==> config.mk <==
export PLATFORM = sky130hd
export DESIGN_NAME = tcsp_slave
export DESIGN_NICKNAME = d
export VERILOG_FILES = /design/src/tcsp_pkg.sv /design/src/tcsp_regmem.sv /design/src/tcsp_slave.sv
export VERILOG_INCLUDE_DIRS = /design/src
export SDC_FILE = /design/constraint.sdc
export NUM_CORES = 1
export LEC_CHECK = 0
export ABC_AREA = 1
export BUFFER_PORTS_ARGS = -buffer_cell sky130_fd_sc_hd__clkbuf_2
export CAP_MARGIN = 30
export CORE_ASPECT_RATIO = 0.6
export CORE_MARGIN = 2
export CORE_UTILIZATION = 30
export DETAILED_ROUTE_END_ITERATION = 6
export PLACE_DENSITY = 0.56
export SLEW_MARGIN = 20
export SYNTH_ARGS = -nofsm -noshare
export SYNTH_HDL_FRONTEND = slang
export SYNTH_SLANG_ARGS = --single-unit
==> constraint.sdc <==
create_clock -name clk_i -period 6.1 [get_ports clk_i]
set_input_delay 0.915 -clock clk_i [delete_from_list [all_inputs] [get_ports clk_i]]
set_output_delay 0.915 -clock clk_i [all_outputs]
set_load 0.05 [all_outputs]
==> src/tcsp_consts.svh <==
// Constants for the touch controller two-wire slave port
`ifndef TCSP_CONSTS_SVH
`define TCSP_CONSTS_SVH
`define TCSP_BASE_ADDR 7'h4C
`define TCSP_ADDR_MIN 7'h08
`define TCSP_ADDR_MAX 7'h77
`define TCSP_BITS_PER_BYTE 4'h8
`define TCSP_NUM_REGS 16
`define TCSP_REG_AW 4
`endif

==> src/tcsp_pkg.sv <==
// Types for the touch controller two-wire slave port
package tcsp_pkg;
   typedef enum logic [5:0] {
      TCSP_IDLE = 6'b000001,
      TCSP_ADDR = 6'b000010,
      TCSP_AACK = 6'b000100,
      TCSP_RECV = 6'b001000,
      TCSP_WACK = 6'b010000,
      TCSP_SEND = 6'b100000
   } tcsp_state_e;
endpackage

==> src/tcsp_regmem.sv <==
// Small register memory written and read by the serial port
module tcsp_regmem (
   // Clock and reset
   input wire logic clk_i,
   input wire logic reset_i,
   // Write side
   input wire logic wr_en_i,
   input wire logic [3:0] wr_addr_i,
   input wire logic [7:0] wr_data_i,
   // Read side
   input wire logic [3:0] rd_addr_i,
   output logic [7:0] rd_data_o
);
   logic [7:0] mem_r [0:15];

   // Storage words, cleared by reset
   genvar g;
   generate
      for (g = 0; g < 16; g = g + 1) begin : g_word
         always_ff @(posedge clk_i or posedge reset_i) begin
            if (reset_i) begin
               mem_r[g] <= 8'h00;
            end else if (wr_en_i && (wr_addr_i == 4'(g))) begin
               mem_r[g] <= wr_data_i;
            end
         end
      end
   endgenerate

   // Registered read data
   always_ff @(posedge clk_i or posedge reset_i) begin
      if (reset_i) begin
         rd_data_o <= 8'h00;
      end else begin
         rd_data_o <= mem_r[rd_addr_i];
      end
   end
endmodule

==> src/tcsp_slave.sv <==
// Two-wire serial slave port of the touch controller
// How it works
// - Reset low abandons transfer, clears port state but keeps register memory
// - Interrupt output open-drain, active low only
// - Select pin picks address 0x4C or 0x4D
// - Base address fixed, variant within allowed range
// - Start, address, command, data bytes, stop
// - Data falling while clock high is start
// - Data rising while clock high is stop
// - Both lines released and high when idle
// - One bit per clock, stable while high
// - Ninth clock carries acknowledge, held low
// - Device acknowledges its own address and every byte written to it
// - Eighth bit gives direction, one is read
// - Always watch for start plus own address
// - Data open-drain, clock only an input
// - After reset stay idle until next start
// - First written byte is the command byte
`include "tcsp_consts.svh"
module tcsp_slave #(
   parameter logic [6:0] BASE_ADDR = `TCSP_BASE_ADDR
) (
   // Clock and reset
   input wire logic clk_i,
   input wire logic reset_i,
   // Device reset pin, active low
   input wire logic rst_pin_n_i,
   // Serial clock, input only
   input wire logic scl_i,
   // Serial data, open drain
   input wire logic sda_i,
   output logic sda_o,
   output logic sda_oe_n_o,
   // Address strap
   input wire logic address_select_pin_i,
   // Interrupt, open drain
   input wire logic event_i,
   output logic irq_o,
   output logic irq_oe_n_o,
   // Status
   output logic busy_o,
   output logic [7:0] command_o
);
   // ------------------------------------------------------------
   // Input synchronisers
   // ------------------------------------------------------------
   logic [2:0] scl_sync_r, sda_sync_r, rst_sync_r, sel_sync_r;
   logic scl_r, sda_r, rstn_r, sel_r;

   // Three flops per pin
   always_ff @(posedge clk_i or posedge reset_i) begin
      if (reset_i) begin
         scl_sync_r <= 3'h7;
         sda_sync_r <= 3'h7;
         rst_sync_r <= 3'h7;
         sel_sync_r <= 3'h0;
      end else begin
         scl_sync_r <= {scl_sync_r[1:0], scl_i};
         sda_sync_r <= {sda_sync_r[1:0], sda_i};
         rst_sync_r <= {rst_sync_r[1:0], rst_pin_n_i};
         sel_sync_r <= {sel_sync_r[1:0], address_select_pin_i};
      end
   end

   // Accept a level once second and third stages agree
   always_ff @(posedge clk_i or posedge reset_i) begin
      if (reset_i) begin
         scl_r <= 1'b1;
         sda_r <= 1'b1;
         rstn_r <= 1'b1;
         sel_r <= 1'b0;
      end else begin
         if (scl_sync_r[1] == scl_sync_r[2]) scl_r <= scl_sync_r[2];
         if (sda_sync_r[1] == sda_sync_r[2]) sda_r <= sda_sync_r[2];
         if (rst_sync_r[1] == rst_sync_r[2]) rstn_r <= rst_sync_r[2];
         if (sel_sync_r[1] == sel_sync_r[2]) sel_r <= sel_sync_r[2];
      end
   end

   // ------------------------------------------------------------
   // Bus events
   // ------------------------------------------------------------
   logic scl_q_r, sda_q_r;
   always_ff @(posedge clk_i or posedge reset_i) begin
      if (reset_i) begin
         scl_q_r <= 1'b1;
         sda_q_r <= 1'b1;
      end else begin
         scl_q_r <= scl_r;
         sda_q_r <= sda_r;
      end
   end

   wire scl_rise = scl_r && !scl_q_r;
   wire scl_fall = !scl_r && scl_q_r;
   wire start_det = scl_r && scl_q_r && sda_q_r && !sda_r;
   wire stop_det = scl_r && scl_q_r && !sda_q_r && sda_r;
   wire soft_clr = !rstn_r;
   wire [6:0] own_addr = {BASE_ADDR[6:1], sel_r};

   // ------------------------------------------------------------
   // Transfer state machine
   // ------------------------------------------------------------
   tcsp_pkg::tcsp_state_e state_r, state_nxt;
   logic [7:0] shift_r, shift_nxt;
   logic [3:0] bit_cnt_r, bit_cnt_nxt;
   logic rnw_r, rnw_nxt;
   logic first_r, first_nxt;
   logic [7:0] cmd_r, cmd_nxt;
   logic sda_low_r, sda_low_nxt;
   logic acked_r, acked_nxt;
   logic wr_en;
   logic [7:0] rd_data;

   // Next state and shift logic
   // start, address, bytes, stop
   always_comb begin
      state_nxt = state_r;
      shift_nxt = shift_r;
      bit_cnt_nxt = bit_cnt_r;
      rnw_nxt = rnw_r;
      first_nxt = first_r;
      cmd_nxt = cmd_r;
      sda_low_nxt = sda_low_r;
      acked_nxt = 1'b0;
      wr_en = 1'b0;
      if (start_det) begin
         state_nxt = tcsp_pkg::TCSP_ADDR;
         bit_cnt_nxt = 4'h0;
         sda_low_nxt = 1'b0;
      end else if (stop_det) begin
         state_nxt = tcsp_pkg::TCSP_IDLE;
         sda_low_nxt = 1'b0;
      end else begin
         case (state_r)
            tcsp_pkg::TCSP_IDLE: begin
               sda_low_nxt = 1'b0;
            end
            tcsp_pkg::TCSP_ADDR, tcsp_pkg::TCSP_RECV: begin
               if (scl_rise) begin
                  shift_nxt = {shift_r[6:0], sda_r};
                  bit_cnt_nxt = 4'(bit_cnt_r + 4'h1);
               end else if (scl_fall && bit_cnt_r == `TCSP_BITS_PER_BYTE) begin
                  bit_cnt_nxt = 4'h0;
                  if (state_r == tcsp_pkg::TCSP_ADDR) begin
                     rnw_nxt = shift_r[0];
                     if (shift_r[7:1] == own_addr) begin
                        state_nxt = tcsp_pkg::TCSP_AACK;
                        sda_low_nxt = 1'b1;
                        first_nxt = 1'b1;
                        acked_nxt = 1'b1;
                     end else begin
                        state_nxt = tcsp_pkg::TCSP_IDLE;
                     end
                  end else begin
                     state_nxt = tcsp_pkg::TCSP_AACK;
                     sda_low_nxt = 1'b1;
                     if (first_r) begin
                        cmd_nxt = shift_r;
                        first_nxt = 1'b0;
                     end else begin
                        wr_en = 1'b1;
                     end
                  end
               end
            end
            tcsp_pkg::TCSP_AACK: begin
               if (scl_fall) begin
                  if (rnw_r) begin
                     state_nxt = tcsp_pkg::TCSP_SEND;
                     shift_nxt = rd_data;
                     sda_low_nxt = !rd_data[7];
                     bit_cnt_nxt = 4'h1;
                  end else begin
                     state_nxt = tcsp_pkg::TCSP_RECV;
                     sda_low_nxt = 1'b0;
                  end
               end
            end
            tcsp_pkg::TCSP_SEND: begin
               if (scl_fall) begin
                  if (bit_cnt_r == `TCSP_BITS_PER_BYTE) begin
                     state_nxt = tcsp_pkg::TCSP_WACK;
                     sda_low_nxt = 1'b0;
                     cmd_nxt = 8'(cmd_r + 8'h01);
                  end else begin
                     // change data only while clock low
                     shift_nxt = {shift_r[6:0], 1'b0};
                     sda_low_nxt = !shift_r[6];
                     bit_cnt_nxt = 4'(bit_cnt_r + 4'h1);
                  end
               end
            end
            tcsp_pkg::TCSP_WACK: begin
               // master acknowledge: low continues, high ends
               if (scl_rise) begin
                  rnw_nxt = !sda_r;
               end else if (scl_fall) begin
                  if (rnw_r) begin
                     state_nxt = tcsp_pkg::TCSP_SEND;
                     shift_nxt = rd_data;
                     sda_low_nxt = !rd_data[7];
                     bit_cnt_nxt = 4'h1;
                  end else begin
                     state_nxt = tcsp_pkg::TCSP_IDLE;
                  end
               end
            end
            default: state_nxt = tcsp_pkg::TCSP_IDLE;
         endcase
      end
   end

   // State registers, cleared by reset pin
   always_ff @(posedge clk_i or posedge reset_i) begin
      if (reset_i) begin
         state_r <= tcsp_pkg::TCSP_IDLE;
         shift_r <= 8'h00;
         bit_cnt_r <= 4'h0;
         rnw_r <= 1'b0;
         first_r <= 1'b0;
         cmd_r <= 8'h00;
         sda_low_r <= 1'b0;
         acked_r <= 1'b0;
      end else if (soft_clr) begin
         state_r <= tcsp_pkg::TCSP_IDLE;
         shift_r <= 8'h00;
         bit_cnt_r <= 4'h0;
         rnw_r <= 1'b0;
         first_r <= 1'b0;
         cmd_r <= 8'h00;
         sda_low_r <= 1'b0;
         acked_r <= 1'b0;
      end else begin
         state_r <= state_nxt;
         shift_r <= shift_nxt;
         bit_cnt_r <= bit_cnt_nxt;
         rnw_r <= rnw_nxt;
         first_r <= first_nxt;
         cmd_r <= (wr_en) ? 8'(cmd_r + 8'h01) : cmd_nxt;
         sda_low_r <= sda_low_nxt;
         acked_r <= acked_nxt;
      end
   end

   // ------------------------------------------------------------
   // Register memory
   // ------------------------------------------------------------
   tcsp_regmem u_mem (
      .clk_i(clk_i),
      .reset_i(reset_i),
      .wr_en_i(wr_en),
      .wr_addr_i(cmd_r[3:0]),
      .wr_data_i(shift_r),
      .rd_addr_i(cmd_r[3:0]),
      .rd_data_o(rd_data)
   );

   // ------------------------------------------------------------
   // Interrupt
   // ------------------------------------------------------------
   logic irq_pend_r;
   // Event sets, address acknowledge clears; set wins
   always_ff @(posedge clk_i or posedge reset_i) begin
      if (reset_i) begin
         irq_pend_r <= 1'b0;
      end else if (event_i) begin
         irq_pend_r <= 1'b1;
      end else if (acked_r || soft_clr) begin
         irq_pend_r <= 1'b0;
      end
   end

   // ------------------------------------------------------------
   // Pins
   // ------------------------------------------------------------
   // data only pulled low, released otherwise
   assign sda_o = 1'b0;
   assign sda_oe_n_o = !sda_low_r;
   assign irq_o = 1'b0;
   assign irq_oe_n_o = !irq_pend_r;
   assign busy_o = (state_r != tcsp_pkg::TCSP_IDLE);
   assign command_o = cmd_r;
endmodule

==> summary.log <==
INFO  cts            cts_buffers=17
INFO  power          power_per_cell_area=283mW/mm^2
INFO  sta            timing_hold_violations_final=0
INFO  run_status     run_status=finished, final reports clean
INFO  layout         post_route_cells_drive_above_1_share=9.17%
INFO  floorplan      horiz_die_dim=227um
INFO  drt            number_of_violations_reported_at_the_end_of_detailed_routing_iteration_0=647
INFO  sta            rsz_0062_raised_after_global_routing=no
INFO  drt            drt_pass1_iterations=5
INFO  critical_path  critPathCaptureType=output pin
INFO  placement      routabilityCongestion=0.983
INFO  floorplan      die_height=138um
INFO  sta            layout_worst_path_cycle_share=44.6%
INFO  synth          synth_area_leaders=sky130_fd_sc_hd__dfrtp_1, sky130_fd_sc_hd__nand2_1, sky130_fd_sc_hd__o21ai_0
INFO  synth          synthDistinctLibCells=35
INFO  synth          synthesis.area=0.00897sqmm
INFO  drt            viasPerCell=4.83
INFO  sta            fmax=367MHz
INFO  synth          synth_seq_cells=185
INFO  synth          netlist.top_cell.by_area=sky130_fd_sc_hd__dfrtp_1
INFO  power          ir_worst_vdd=0.170mV
INFO  hold_path      min-delay-path-class=flop to flop
INFO  global_route   gr-usage-all-layers=16.6%
INFO  critical_path  worst-endpoint-required=5180ps
INFO  cts            worstSkewPairLatency=450ps
INFO  global_route   global_route.overflow_total=0
INFO  global_route   antenna_found_initial=0
INFO  sta            maxSlewViolCount=0
INFO  floorplan      fp-row-count=48
INFO  critical_path  critPathArrivalTime=1810ps
INFO  layout         layout_commonest_cell=sky130_fd_sc_hd__nand2_1
INFO  sta            report.final.setup_viol=0
INFO  synth          synth_cells=1,103
INFO  layout         utilization=34.2%
INFO  global_route   grt_max_degree=76
INFO  drt            total_via_count_after_detailed_routing=7,257
INFO  synth          fraction_of_synthesized_cell_area_taken_by_the_top_area_cell_type=47.4%
INFO  synth          postSynth.topFlopCell=sky130_fd_sc_hd__dfrtp_1
INFO  synth          synth-edff-count=0
INFO  placement      placement.io_buffers=17
INFO  cts            cts.htree.levels=4
INFO  cts            cts_buffer_depth=2
INFO  synth          synth_warnings=0
INFO  power          power_leakage=4.53nW
INFO  cts            numClockSinks=185
INFO  global_route   grt_first_pass_wirelength=39.0mm
INFO  sta            holdWs=355ps
INFO  layout         antenna_cells_inserted=0
INFO  cts            clk_root_buffer_cell=sky130_fd_sc_hd__clkbuf_16
INFO  sta            max_slew_margin=46.5%
INFO  floorplan      die-area=0.0314sqmm
INFO  placement      post-dp-hpwl=16.3mm
INFO  drt            routed_wire_length_per_instance=16.3um
INFO  sta            max_clock_skew=8.92ps
INFO  synth          synth_async_sr_flop_share=100%
INFO  sta            final.min_clock_period=2720ps
INFO  floorplan      coreArea=0.0291sqmm
INFO  floorplan      effective_utilization_at_floorplan=30.9%
INFO  layout         final_cell_mix=sky130_fd_sc_hd__nand2_1, sky130_fd_sc_hd__dfrtp_1, sky130_fd_sc_hd__o21ai_0
INFO  synth          post_synth.cell_area_avg=8.14squm
INFO  drt            drt_wl_total=24.4mm
INFO  sta            worst_pin_slew=802ps
INFO  critical_path  setup.worst_path.start_class=flop
INFO  global_route   grt_pass1_vias=6,567
INFO  cts            cts_setup_buffers=0
INFO  cts            cts_tree=built
INFO  drt            drt.antenna.violating_nets=0
INFO  layout         final_nets=1,102
INFO  layout         syn_to_final_growth=10.8%
INFO  job            cap_violations=0
INFO  sta            setup-tns-final=0ps
INFO  critical_path  worstPathMaxFanout=70
INFO  cts            post_cts_hold_buffer_count=0
INFO  floorplan      io-pin-count=20
INFO  cts            clkSlewWorstSetupHoldPaths=70ps
INFO  drt            drcViolationCount=0
INFO  synth          seq_total_area_yosys=51.8%
INFO  critical_path  worst_setup_path_category=flop to output pin
INFO  cts            cts_repair_resize_count=0
## metal layers
metal	GRT usage, %	vias to the layer above	wire [um]
li1	-	3567	-
met1	27.1	3468	13300
met2	20.6	207	9140
met3	4.15	15	1780
met4	4.76	0	216
met5	0	-	0
## worst paths after layout
path                            slack (ps)  cells past startpoint          endpoint           from
worst max-delay path                  3380                      2      command_o[0]   command_o[0]
worst min-delay path                   360                      0     sda_sync_r[1]  sda_sync_r[0]
worst max register to register        3650                      8        shift_r[3]     state_r[3]
worst min register to register         360                      0     sda_sync_r[1]  sda_sync_r[0]
max in group asynchronous             4470                      4  u_mem.mem_r[113]        reset_i
min in group asynchronous              530                      2   u_mem.mem_r[39]        reset_i
## report_power, final
part	switching, mW	internal [mW]	total [mW]
logic	0.292	0.0939	0.386
registers	0.0321	1.26	1.29
clock network	0.473	0.665	1.14
## flip-flops by register name (all words and copies together), names as in the netlist, 3 cells and up
register	flops
scl_sync_r	3
u_mem.mem_r	128
shift_r	8
command_o	8
sel_sync_r	3
bit_cnt_r	4
rst_sync_r	3
sda_sync_r	3
state_r	6
u_mem.rd_data_o	8
## cells by family after synthesis
logic type	synth area share [%]
DFF	51.8
buffers and inverters	6.93
AOI/OAI and AO/OA	15.3
other	0.0418
adders and majority gates	1.28
and+or+nand+nor	24.3
xor gates and xnor gates	0.390
## area by class of cell
cell class | instances | area, sq um
fill | 3096 | 19100
sequential | 185 | 4650
multi-input combinational | 780 | 3710
clock buffer | 30 | 599
tap | 400 | 500
inverter | 78 | 300
timing repair buffer | 27 | 173
clock inverter | 2 | 13.8
## worst max-delay path: stages, from the launching register on
cell,delay [ps]
sky130_fd_sc_hd__dfrtp_2,360
sky130_fd_sc_hd__buf_4,580
sky130_fd_sc_hd__clkbuf_2,420
## stage by stage
stage / setup slack (ps) / instances / area (sq um) / power (mW)
global placement: 3690 / 1469 / 9310 / 1.70
finish: 3380 / 1502 / 9940 / 2.82
global route: 3280 / 1502 / 9940 / 2.94
floorplan: 181 / 1104 / 8980 / 1.57
detailed placement: 3660 / 1469 / 9310 / 1.70
CTS: 3340 / 1501 / 9920 / 2.84
## cells in the mapped netlist, types with 2 or more instances
library cell,instances
sky130_fd_sc_hd__buf_6,9
sky130_fd_sc_hd__o21ai_0,133
sky130_fd_sc_hd__buf_1,4
sky130_fd_sc_hd__maj3_1,4
sky130_fd_sc_hd__nor2_2,3
sky130_fd_sc_hd__inv_1,72
sky130_fd_sc_hd__xnor2_1,2
sky130_fd_sc_hd__xor2_1,2
sky130_fd_sc_hd__nor2_1,131
sky130_fd_sc_hd__buf_4,3
sky130_fd_sc_hd__nand3_4,10
sky130_fd_sc_hd__o21ai_1,88
sky130_fd_sc_hd__dfrtp_1,170
sky130_fd_sc_hd__clkbuf_1,40
sky130_fd_sc_hd__a21oi_1,7
sky130_fd_sc_hd__nand3_2,7
sky130_fd_sc_hd__nand3_1,28
sky130_fd_sc_hd__dfstp_2,15
sky130_fd_sc_hd__nor2_4,2
sky130_fd_sc_hd__o22ai_1,33
sky130_fd_sc_hd__nand4_1,13
sky130_fd_sc_hd__nand2_1,299
sky130_fd_sc_hd__nor3_1,3
sky130_fd_sc_hd__inv_2,5
sky130_fd_sc_hd__nand3b_1,2
sky130_fd_sc_hd__ha_1,6
sky130_fd_sc_hd__buf_2,4
Note: power is estimated with default switching activity, not from simulation.
